<file path="config.mk">
export PLATFORM = sky130hd
export DESIGN_NAME = dcc_channel_control
export DESIGN_NICKNAME = d
export VERILOG_FILES = /design/src/rtl/dcc_channel_control.v
export VERILOG_INCLUDE_DIRS = /design/src /design/src/rtl
export SDC_FILE = /design/constraint.sdc
export NUM_CORES = 1
export LEC_CHECK = 0
export BUFFER_PORTS_ARGS = -buffer_cell sky130_fd_sc_hd__buf_4
export CORE_ASPECT_RATIO = 1.5
export CORE_MARGIN = 2
export CORE_UTILIZATION = 47
export CTS_CLUSTER_SIZE = 12
export DETAILED_ROUTE_END_ITERATION = 10
export GPL_TIMING_DRIVEN = 0
export MAX_ROUTING_LAYER = met4
export PLACE_DENSITY = 0.72
export SETUP_SLACK_MARGIN = 0.05
export SLEW_MARGIN = 20
export SYNTH_ARGS = -nofsm -noshare
export SYNTH_HDL_FRONTEND = slang
export SYNTH_SLANG_ARGS = --single-unit
</file>
<file path="constraint.sdc">
create_clock -name clk_sys -period 1.9 [get_ports clk_sys]
set_input_delay 0.19 -clock clk_sys [delete_from_list [all_inputs] [get_ports clk_sys]]
set_output_delay 0.19 -clock clk_sys [all_outputs]
set_load 0.01 [all_outputs]
</file>
<file path="src/rtl/dcc_defines.vh">
// Register offsets, field positions and timing constants of the channel control.
`ifndef DCC_DEFINES_VH
`define DCC_DEFINES_VH
`define DCC_CTRL0_OFF      12'h500
`define DCC_STAT0_OFF      12'h504
`define DCC_CTRL1_OFF      12'h580
`define DCC_STAT1_OFF      12'h584
`define DCC_IRQ_STAT_OFF   12'h600
`define DCC_IRQ_EN_OFF     12'h604
`define DCC_IRQ_CLR_OFF    12'h608
`define DCC_ADDR_W         12
`define DCC_ABORT_BIT      27
`define DCC_PAUSE_BIT      26
`define DCC_LAUNCH_BIT     25
`define DCC_STYLE_BIT      23
`define DCC_VFLUSH_BIT     17
`define DCC_PFLUSH_BIT     16
`define DCC_VBURST_LSB     12
`define DCC_VBACK_LSB      8
`define DCC_PBURST_LSB     4
`define DCC_PBACK_LSB      0
`define DCC_ST_ERR_BIT     28
`define DCC_ST_ABORT_BIT   27
`define DCC_ST_PAUSE_BIT   26
`define DCC_ST_DONE_BIT    25
`define DCC_ST_ACTIVE_BIT  24
`define DCC_CTRL_RESET     32'h00000000
`define DCC_BURST_BASE     13'h0020
`define DCC_CLK_MHZ        250
`define DCC_BACKOFF_US     1
`define DCC_CYC_PER_US     (`DCC_CLK_MHZ * `DCC_BACKOFF_US)
`endif

</file>
<file path="src/rtl/dcc_channel_control.v">
// Two-channel DMA control registers with abort, launch and interrupt logic.
//
// Implementation choice: register access over APB.
`include "dcc_defines.vh"
`timescale 1ns/100ps
`default_nettype none
module dcc_channel_control #(
    parameter CYC_PER_US = `DCC_CYC_PER_US  // Clock cycles in one microsecond.
) (
    input  wire        clk_sys,
    input  wire        rst,
    input  wire        psel,
    input  wire        penable,
    input  wire        pwrite,
    input  wire [31:0] paddr,
    input  wire [31:0] pwdata,
    input  wire [3:0]  pstrb,
    output wire        pready,
    output reg  [31:0] prdata,
    output wire        pslverr,
    output reg  [1:0]  master_start,
    output reg  [1:0]  master_halt,
    output reg  [1:0]  fifo_invalidate,
    output wire [1:0]  direct_style,
    output wire [1:0]  vme_flush_on_fault,
    output wire [1:0]  pcix_flush_on_fault,
    output reg  [25:0] burst_bytes,
    output wire [1:0]  backoff_expired,
    input  wire [1:0]  block_request,
    input  wire [1:0]  source_is_vme,
    input  wire [1:0]  transfer_finished,
    input  wire [1:0]  transfer_error,
    input  wire [1:0]  pause_reached,
    output reg  [1:0]  pause_command,
    output wire        irq
);

    // Access strobe: every transfer completes in its access cycle.
    wire        wr_en;
    wire        rd_en;
    wire [11:0] offs;
    // Only the lowest 4 KB page holds registers; other pages are unmapped.
    wire        page_ok;
    // Stored read/write fields of each control register.
    reg  [1:0]  style;
    reg  [1:0]  vflush;
    reg  [1:0]  pflush;
    reg  [5:0]  vburst;
    reg  [5:0]  vback;
    reg  [5:0]  pburst;
    reg  [5:0]  pback;
    // Completion status per channel.
    reg  [1:0]  active;
    reg  [1:0]  done;
    reg  [1:0]  err;
    reg  [1:0]  aborted;
    reg  [1:0]  paused;
    // Interrupt status, enable and clear.
    reg  [1:0]  irq_stat;
    reg  [1:0]  irq_en;
    wire [1:0]  ctrl_hit;
    wire [1:0]  abort_cmd;
    wire [1:0]  launch_cmd;
    wire [1:0]  pause_cmd;
    wire [1:0]  irq_clr;
    wire [1:0]  finish_evt;
    reg  [31:0] ctrl_view [0:1];
    reg  [31:0] stat_view [0:1];

    assign offs    = paddr[11:0];
    assign page_ok = (paddr[31:12] == 20'h00000);
    assign wr_en   = psel && penable && pwrite;
    assign rd_en   = psel && penable && !pwrite;
    assign pready  = 1'b1;
    // Unmapped or misaligned addresses answer with an error.
    assign pslverr = psel && penable &&
                     !((offs == `DCC_CTRL0_OFF) || (offs == `DCC_STAT0_OFF) ||
                       (offs == `DCC_CTRL1_OFF) || (offs == `DCC_STAT1_OFF) ||
                       (offs == `DCC_IRQ_STAT_OFF) ||
                       (offs == `DCC_IRQ_EN_OFF) ||
                       (offs == `DCC_IRQ_CLR_OFF)) ||
                     (psel && penable && (paddr[31:12] != 20'h00000));

    assign ctrl_hit[0] = wr_en && (paddr[31:12] == 20'h00000) &&
                         (offs == `DCC_CTRL0_OFF);
    assign ctrl_hit[1] = wr_en && (paddr[31:12] == 20'h00000) &&
                         (offs == `DCC_CTRL1_OFF);

    // Command bits live in the top byte, so they need byte lane 3.
    genvar g;
    generate
        for (g = 0; g < 2; g = g + 1) begin : g_cmd
            assign abort_cmd[g]  = ctrl_hit[g] && pstrb[3] &&
                                   pwdata[`DCC_ABORT_BIT];
            assign launch_cmd[g] = ctrl_hit[g] && pstrb[3] &&
                                   pwdata[`DCC_LAUNCH_BIT];
            assign pause_cmd[g]  = ctrl_hit[g] && pstrb[3] &&
                                   pwdata[`DCC_PAUSE_BIT];
            assign irq_clr[g]    = wr_en && pstrb[0] && page_ok &&
                                   (offs == `DCC_IRQ_CLR_OFF) && pwdata[g];
            // Busy falls on any kind of completion.
            assign finish_evt[g] = active[g] &&
                                   (abort_cmd[g] || transfer_finished[g] ||
                                    transfer_error[g] || pause_reached[g]);
            assign direct_style[g]        = style[g];
            assign vme_flush_on_fault[g]  = vflush[g];
            assign pcix_flush_on_fault[g] = pflush[g];
        end
    endgenerate

    // Control fields: written only through enabled byte lanes.
    always @(posedge clk_sys) begin : field_regs
        integer i;
        if (rst) begin
            style  <= 2'h0;
            vflush <= 2'h0;
            pflush <= 2'h0;
            vburst <= 6'h00;
            vback  <= 6'h00;
            pburst <= 6'h00;
            pback  <= 6'h00;
        end else begin
            for (i = 0; i < 2; i = i + 1) begin
                if (ctrl_hit[i]) begin
                    if (pstrb[2]) begin
                        style[i]  <= pwdata[`DCC_STYLE_BIT];
                        vflush[i] <= pwdata[`DCC_VFLUSH_BIT];
                        pflush[i] <= pwdata[`DCC_PFLUSH_BIT];
                    end
                    if (pstrb[1]) begin
                        vburst[i*3 +: 3] <= pwdata[`DCC_VBURST_LSB +: 3];
                        vback[i*3 +: 3]  <= pwdata[`DCC_VBACK_LSB +: 3];
                    end
                    if (pstrb[0]) begin
                        pburst[i*3 +: 3] <= pwdata[`DCC_PBURST_LSB +: 3];
                        pback[i*3 +: 3]  <= pwdata[`DCC_PBACK_LSB +: 3];
                    end
                end
            end
        end
    end

    // Channel sequencing. Abort outranks pause and completion; an error
    // arriving in the same cycle as an abort reports error and done, without the abort flag.
    always @(posedge clk_sys) begin : channel_seq
        integer i;
        if (rst) begin
            active          <= 2'h0;
            done            <= 2'h0;
            err             <= 2'h0;
            aborted         <= 2'h0;
            paused          <= 2'h0;
            master_start    <= 2'h0;
            master_halt     <= 2'h0;
            fifo_invalidate <= 2'h0;
            pause_command   <= 2'h0;
        end else begin
            master_start    <= 2'h0;
            master_halt     <= 2'h0;
            fifo_invalidate <= 2'h0;
            for (i = 0; i < 2; i = i + 1) begin
                if (active[i] && abort_cmd[i]) begin
                    master_halt[i]     <= 1'b1;
                    fifo_invalidate[i] <= 1'b1;
                    active[i]          <= 1'b0;
                    done[i]            <= 1'b1;
                    err[i]             <= 1'b1;
                    aborted[i]         <= !transfer_error[i];
                    pause_command[i]   <= 1'b0;
                end else if (active[i] && transfer_error[i]) begin
                    active[i]        <= 1'b0;
                    err[i]           <= 1'b1;
                    pause_command[i] <= 1'b0;
                end else if (active[i] && pause_reached[i]) begin
                    active[i]        <= 1'b0;
                    paused[i]        <= 1'b1;
                    pause_command[i] <= 1'b0;
                end else if (active[i] && transfer_finished[i]) begin
                    active[i] <= 1'b0;
                    done[i]   <= 1'b1;
                end else if (!active[i] && launch_cmd[i]) begin
                    active[i]       <= 1'b1;
                    done[i]         <= 1'b0;
                    err[i]          <= 1'b0;
                    aborted[i]      <= 1'b0;
                    paused[i]       <= 1'b0;
                    master_start[i] <= 1'b1;
                end else if (active[i] && pause_cmd[i] && !style[i]) begin
                    // Pause applies only to descriptor-list transfers.
                    pause_command[i] <= 1'b1;
                end
            end
        end
    end

    // burst size decode, 32 bytes doubled per code
    always @(posedge clk_sys) begin : burst_decode
        integer i;
        if (rst) begin
            burst_bytes <= 26'h0000000;
        end else begin
            for (i = 0; i < 2; i = i + 1) begin
                burst_bytes[i*13 +: 13] <= source_is_vme[i] ?
                    (`DCC_BURST_BASE << vburst[i*3 +: 3]) :
                    (`DCC_BURST_BASE << pburst[i*3 +: 3]);
            end
        end
    end

    // Microsecond tick shared by both back-off timers.
    reg  [15:0] us_cnt;
    wire        us_tick;
    assign us_tick = (us_cnt == CYC_PER_US[15:0] - 16'h0001);
    always @(posedge clk_sys) begin
        if (rst || us_tick) begin
            us_cnt <= 16'h0000;
        end else begin
            us_cnt <= us_cnt + 16'h0001;
        end
    end

    // back-off timers count microseconds after each block request.
    // One process per kind keeps each vector on a single driver.
    reg  [13:0] back_left;
    reg  [13:0] back_us;
    generate
        for (g = 0; g < 2; g = g + 1) begin : g_back
            assign backoff_expired[g] = (back_left[g*7 +: 7] == 7'h00);
        end
    endgenerate
    // Code 0 means no wait; code n waits 2^(n-1) microseconds.
    always @* begin : back_decode
        integer   j;
        reg [2:0] sel_code;
        j        = 0;
        sel_code = 3'h0;
        back_us  = 14'h0000;
        for (j = 0; j < 2; j = j + 1) begin
            sel_code = source_is_vme[j] ? vback[j*3 +: 3] : pback[j*3 +: 3];
            if (sel_code != 3'h0) begin
                back_us[j*7 +: 7] = 7'h01 << (sel_code - 3'h1);
            end
        end
    end
    // A new block request reloads the wait; an idle channel holds zero.
    always @(posedge clk_sys) begin : back_count
        integer k;
        for (k = 0; k < 2; k = k + 1) begin
            if (rst || !active[k]) begin
                back_left[k*7 +: 7] <= 7'h00;
            end else if (block_request[k]) begin
                back_left[k*7 +: 7] <= back_us[k*7 +: 7];
            end else if (us_tick && !backoff_expired[k]) begin
                back_left[k*7 +: 7] <= back_left[k*7 +: 7] - 7'h01;
            end
        end
    end

    // Interrupt status: completion sets, clear register clears, set wins.
    always @(posedge clk_sys) begin
        if (rst) begin
            irq_stat <= 2'h0;
            irq_en   <= 2'h0;
        end else begin
            irq_stat <= (irq_stat & ~irq_clr) | finish_evt;
            if (wr_en && pstrb[0] && page_ok &&
                (offs == `DCC_IRQ_EN_OFF)) begin
                irq_en <= pwdata[1:0];
            end
        end
    end
    assign irq = |(irq_stat & irq_en);

    // Read views; command bits and reserved bits are left zero.
    always @* begin : read_views
        integer i;
        i = 0;
        for (i = 0; i < 2; i = i + 1) begin
            ctrl_view[i] = 32'h00000000;
            ctrl_view[i][`DCC_ABORT_BIT]  = 1'b0;
            ctrl_view[i][`DCC_LAUNCH_BIT] = 1'b0;
            ctrl_view[i][`DCC_STYLE_BIT]  = style[i];
            ctrl_view[i][`DCC_VFLUSH_BIT] = vflush[i];
            ctrl_view[i][`DCC_PFLUSH_BIT] = pflush[i];
            ctrl_view[i][`DCC_VBURST_LSB +: 3] = vburst[i*3 +: 3];
            ctrl_view[i][`DCC_VBACK_LSB +: 3]  = vback[i*3 +: 3];
            ctrl_view[i][`DCC_PBURST_LSB +: 3] = pburst[i*3 +: 3];
            ctrl_view[i][`DCC_PBACK_LSB +: 3]  = pback[i*3 +: 3];
            stat_view[i] = 32'h00000000;
            stat_view[i][`DCC_ST_ERR_BIT]    = err[i];
            stat_view[i][`DCC_ST_ABORT_BIT]  = aborted[i];
            stat_view[i][`DCC_ST_PAUSE_BIT]  = paused[i];
            stat_view[i][`DCC_ST_DONE_BIT]   = done[i];
            stat_view[i][`DCC_ST_ACTIVE_BIT] = active[i];
        end
    end

    // Read data is registered during setup so it is valid in the access.
    always @(posedge clk_sys) begin
        if (rst) begin
            prdata <= 32'h00000000;
        end else if (psel && !penable && !pwrite && !page_ok) begin
            // Reads outside the register page return zero.
            prdata <= 32'h00000000;
        end else if (psel && !penable && !pwrite) begin
            case (paddr[11:0])
                `DCC_CTRL0_OFF:    prdata <= ctrl_view[0];
                `DCC_CTRL1_OFF:    prdata <= ctrl_view[1];
                `DCC_STAT0_OFF:    prdata <= stat_view[0];
                `DCC_STAT1_OFF:    prdata <= stat_view[1];
                `DCC_IRQ_STAT_OFF: prdata <= {30'h00000000, irq_stat};
                `DCC_IRQ_EN_OFF:   prdata <= {30'h00000000, irq_en};
                default:           prdata <= 32'h00000000;
            endcase
        end
    end

endmodule // dcc_channel_control
`default_nettype wire

</file>
Word-level counts from Yosys, hierarchy flattened
Cells that the tools add are included.
{ "classes": {"n_addsub": 5, "eq_ne": 20, "shift": 6, "muxes": 39, "n_bitwise": 12, "reduce_logical": 108} }
{ "ops": {"columns": ["cell", "n"], "rows": [
  ["$pmux W29 S6", 1],
  ["$eq A12 B11 Y1 const B", 7],
  ["$shl A6 B3 Y13 const A", 4],
  ["$logic_and A1 B1 Y1", 42],
  ["$mux W7", 6],
  ["$mux W1", 28],
  ["$mux W13", 2],
  ["$logic_not A20 Y1", 1],
  ["$reduce_bool A20 Y1", 1],
  ["$reduce_and A3 Y1", 6],
  ["$reduce_bool A3 Y1", 6],
  ["$add A16 B1 Y16 const B", 1],
  ["$eq A16 B8 Y1 const B", 1],
  ["$logic_or A1 B1 Y1", 16],
  ["$ne A2 B2 Y1 const B", 8],
  ["$reduce_and A4 Y1", 4],
  ["$logic_not A7 Y1", 2],
  ["$shl A1 B3 Y7 const A", 2],
  ["$sub A7 B1 Y7 const B", 2],
  ["$logic_not A1 Y1", 12],
  ["$ne A3 B3 Y1 const B", 4],
  ["$reduce_and A2 Y1", 6],
  ["$reduce_bool A2 Y1", 6],
  ["$reduce_or A5 Y1", 2],
  ["other kinds (8)", 20]
]} }
{ "word_totals": {"ff_bits": 138, "input_bits": 83} }

Depth between registers and ports, before layout
{ "logic_depth": {"word_depth": 12, "mapped_depth": 9, "ltp_nobuf": 7} }

Least setup slack after synthesis
No wires, ideal clock.
{ "synth_path": {"path_kind": "input port to flip-flop", "startpoint": "input paddr[5]", "endpoint": "register prdata[26]", "setup_time_ns": 0.067, "arrival_time_ns": 2.012, "path_slack_ns": -0.179, "stages": 8, "path_cell_list": "or4_1 > buf_2 > nor4b_4 > o21ai_2 > or4_4 > buf_6 > buf_12 > o21ai_2"} }
{ "synth_via": {"elab_chain_len": 2, "elab_cells_between_ends": 7, "classes_between": "6 x eq/ne; 1 x mux"} }
{ "synth_rtl": {"columns": ["element", "line", "source"], "rows": [
  ["start, declared", "dcc_channel_control.v:15", "input wire [31:0] paddr,"],
  ["$eq A12 B11 Y1", "dcc_channel_control.v:306", "case (paddr[11:0])"],
  ["$pmux W29 S6 *", "dcc_channel_control.v:306", null],
  ["end signal, assigned", "dcc_channel_control.v:307", "`DCC_CTRL0_OFF: prdata <= ctrl_view[0];"],
  ["end signal, assigned", "dcc_channel_control.v:308", "`DCC_CTRL1_OFF: prdata <= ctrl_view[1];"],
  ["end signal, assigned", "dcc_channel_control.v:309", "`DCC_STAT0_OFF: prdata <= stat_view[0];"],
  ["end, declared", "dcc_channel_control.v:19", "output reg [31:0] prdata,"]
]} }
Every way passes the cells marked *; elsewhere a longest branch is shown, timed or not.
A chain may end at the register's enable or synchronous reset.

Worst setup path in the final report
{ "layout_path": {"startpoint": "input paddr[5]", "endpoint": "register prdata[27]"} }
The elaborated chain is that of the path after synthesis.

==> qor.csv <==
metric;value;unit
final_layout_size_suffix_gt1_share;31.0;%
reg2reg_depth;6;
setup_violations;3;
min_to;pback[2];
hold_viol;0;
path_buf_inv;4;
stdcell_area;7620;um2
die_height;138;um
arrival;2.25;ns
min_delay_path_depth;3;
cpPeakStageDelay;0.52;ns
remaining_drc_errors;0;
numCtsBuffers;17;
dpl.cell_count;926;
synthFlopType;dfxtp_1;
status;finished with violations;
cts_max_path_buffers;2;
die-area;12800;um2
r2r_setup_slack;0.15;ns
overflow;0;
endpoint_kind;register;
antenna_found_initial;0;
synth-edff-count;0;
p_leak;0.00320;uW
synthMuxAreaShare;7.77;%
placed_area;6810;um2
syn_to_final_growth;36.1;%
yosys.cell_types.count;63;
rsz0062_at_grt;true;
syn-cell-area;5600;um2
min_from;pwdata[2];
cts_hold_buf;0;
vias;5343;
r2r-end;back_left[6];
gp_congestion;0.897;
clk_pin_slew_worst_paths;0.06;ns
drv_cap;0;
finClkSkew;0.00675;ns
core;11600;um2
htreeDepth;4;
synth_top_family_by_area;simple AND/OR/NAND/NOR gates;
num_antenna_cells;0;
place_hpwl;11.9;mm
worst_slack;-0.0186;ns
stdcell_count;969;
grt_pass1_wl;24.8;mm
synth-seq-area-share;41.4;%
synth_xor_xnor_area_share;3.13;%
ant_nets;0;
synth_fa_ha_area_share;2.23;%
synthTopCellsByArea;dfxtp_1 41%, mux2i_1 7.0%, nor2_1 6.4%;
start_util;48.3;%
clock_sinks;116;
max_freq;521;MHz
period_share;101;%
crit_required;2.24;ns
fin_crit;1.92;ns
synth_top_cell_by_area;dfxtp_1;
cpMostUsedCell;buf_6;
cp_top_family;simple AND/OR/NAND/NOR gates;
synth_area_per_cell;8.84;um2
peakVddDrop;0.738;mV
port_buffers;121;
synth_top_area_share;41.4;%
drt_iter0_drc;224;
drt-total-wl;16.0;mm
yosys.area_share.simple;24.1;%
slew_headroom;56.2;%
synth_async_sr_flop_share;0;%
row_count;48;
io_pins;160;
wl_per_cell;16.5;um
timing.rr.start;vback[1];
via_per_inst;5.51;
ys_ff_latch;116;
grt_start_max_net_pins;17;
violations;setup timing;
dr.pass1.iters;5;
ys_warn_count;0;
synth_cells;634;
crit_type;input port to register;
cp_max_fo;10;
clkLatencyLatePin;0.41;ns
tightest_slew;0.652;ns
cp-start-kind;input port;
drv_slew;0;
power.density;798;nW/um2
grt_pass1_vias;5244;
layout.nets;899;
dieWidth;93.1;um
cts_tree;yes;
synth_compound_area_share;13.9;%
slowest_stage;or4_4;
fillers;972;
crit_path_cell_trace;buf_6, or4_4, buf_6, nor4b_4, o21ai_2, or4_4, buf_6, buf_12, o21ai_2;
root_buffer;clkbuf_16;
grt.total_usage;25.5;%
hold_path_class;input port to register;
==> per-stage QoR <==
step | hold slack [ns] | setup TNS (ns) | power, uW | util (%) | setup slack [ns]
floorplan | 0.334 | -2.18 | 2670 | - | -0.169
finish | 0.0262 | -0.0310 | 6080 | 65.8 | -0.0186
detailed placement | 0.440 | -25.99 | 2840 | 58.7 | -0.468
global placement | 0.433 | -24.06 | 2840 | 58.7 | -0.464
global route | 0.0254 | -0.838 | 6250 | 65.8 | -0.108
CTS | 0.0197 | -0.0216 | 6100 | 64.5 | -0.0131
==> state kept, by name (all words and copies together), names as in the netlist <==
register,count
prdata,20
burst_bytes,16
us_cnt,16
back_left,14
pback,6
pburst,6
vback,6
vburst,6
aborted,2
active,2
direct_style,2
done,2
err,2
fifo_invalidate,2
irq_en,2
irq_stat,2
master_start,2
pause_command,2
paused,2
pcix_flush_on_fault,2
vme_flush_on_fault,2
==> layer usage <==
layer	vias to the layer above	track usage (%)	part of all wire (%)
li1	2571	-	-
met1	2533	25.8	38
met4	0	11.2	3.1
met2	202	47.2	54
met3	37	5.14	5.3
met5	-	-	0
==> Yosys cell counts, drive strengths merged (2+ instances only) <==
master   instances
a21oi           19
a221oi           2
a22oi           18
a2bb2oi          2
a31oi           20
and2             5
and3            11
and4            10
buf             34
clkbuf          17
conb             2
dfxtp          116
ha              10
inv             18
mux2             4
mux2i           39
nand2           45
nand2b           5
nand3           10
nand3b           3
nand4           12
nand4b           4
nor2            96
nor2b            2
nor3            14
nor3b            9
nor4             6
nor4b            6
o21ai           35
o221a            3
o22ai            3
o2bb2ai          2
o31ai            4
o32a             2
or2              5
or3              3
or4              5
or4bb            2
xnor2            7
xor2            13
==> tightest hold or removal path, delay by kind of cell <==
| kind | cells | cell delay [ns] |
|---|---|---|
| mux | 1 | 0.05 |
| simple gates | 1 | 0.07 |
| buf+inv | 1 | 0.08 |
==> how the worst max path moves through the flow <==
stage / slack (ns) / from / cells after the start / endpoint
after CTS: -0.01 / paddr[5] / 9 / prdata[27]
after floorplan: -0.17 / paddr[5] / 8 / prdata[26]
after detailed placement: -0.47 / paddr[5] / 7 / paused[1]
final: -0.02 / paddr[5] / 9 / prdata[27]
after global placement: -0.46 / paddr[5] / 7 / paused[1]
after global routing: -0.11 / paddr[23] / 8 / prdata[27]
==> placed cells by master (no fill, tap or decap), drive strengths merged, types with 4 or more instances in the layout <==
cell,count
nand4,12
or4,5
a31oi,20
and3,11
clkinvlp,5
a21oi,19
conb,23
o31ai,4
nor4b,6
xnor2,7
inv,18
nand3,10
nand4b,4
o21ai,35
or2,5
clkbuf,36
dfxtp,116
nand2b,5
nor3,14
nor2,96
clkinv,4
nor4,6
a22oi,18
buf,167
and2,5
nand2,45
xor2,13
mux2i,39
mux2,4
ha,10
and4,10
nor3b,9
==> final cells by class <==
| type | instances | area [um2] | share of cell area, % |
|---|---|---|---|
| Multi-Input combinational cell | 469 | 3050 | 39.9 |
| Clock inverter | 12 | 155 | 2.04 |
| Timing Repair Buffer | 133 | 1020 | 13.3 |
| Buffer | 51 | 369 | 4.84 |
| Inverter | 18 | 67.6 | 0.886 |
| Sequential cell | 116 | 2330 | 30.5 |
| Tap cell | 150 | 188 | 2.46 |
| Clock buffer | 20 | 457 | 5.99 |
==> where the power goes <==
| part | internal, uW | switching (uW) |
|---|---|---|
| Combinational | 183 | 181 |
| Sequential | 2440 | 7.37 |
| Clock | 2130 | 1140 |
| Total | 4750 | 1330 |
==> timing repair <==
item / in CTS / in global routing
buffers inserted: 2 / 9
pin swaps: 4 / 11
resized for setup: 13 / 17
endpoints found under the hold margin: 0 / 0
endpoints found under the setup margin: 56 / 49
cloned: 0 / 1
==> kinds of logic (layout without fill, tap and decap cells) <==
kind of cell | count (synthesis) | count (layout)
fa+ha+maj | 10 | 10
flops | 116 | 116
buf+inv | 70 | 234
xor+xnor | 20 | 20
mux | 43 | 43
simple gates | 257 | 257
compound gates | 116 | 116
other cells | 2 | 23
(Power assumes the default switching activity.)
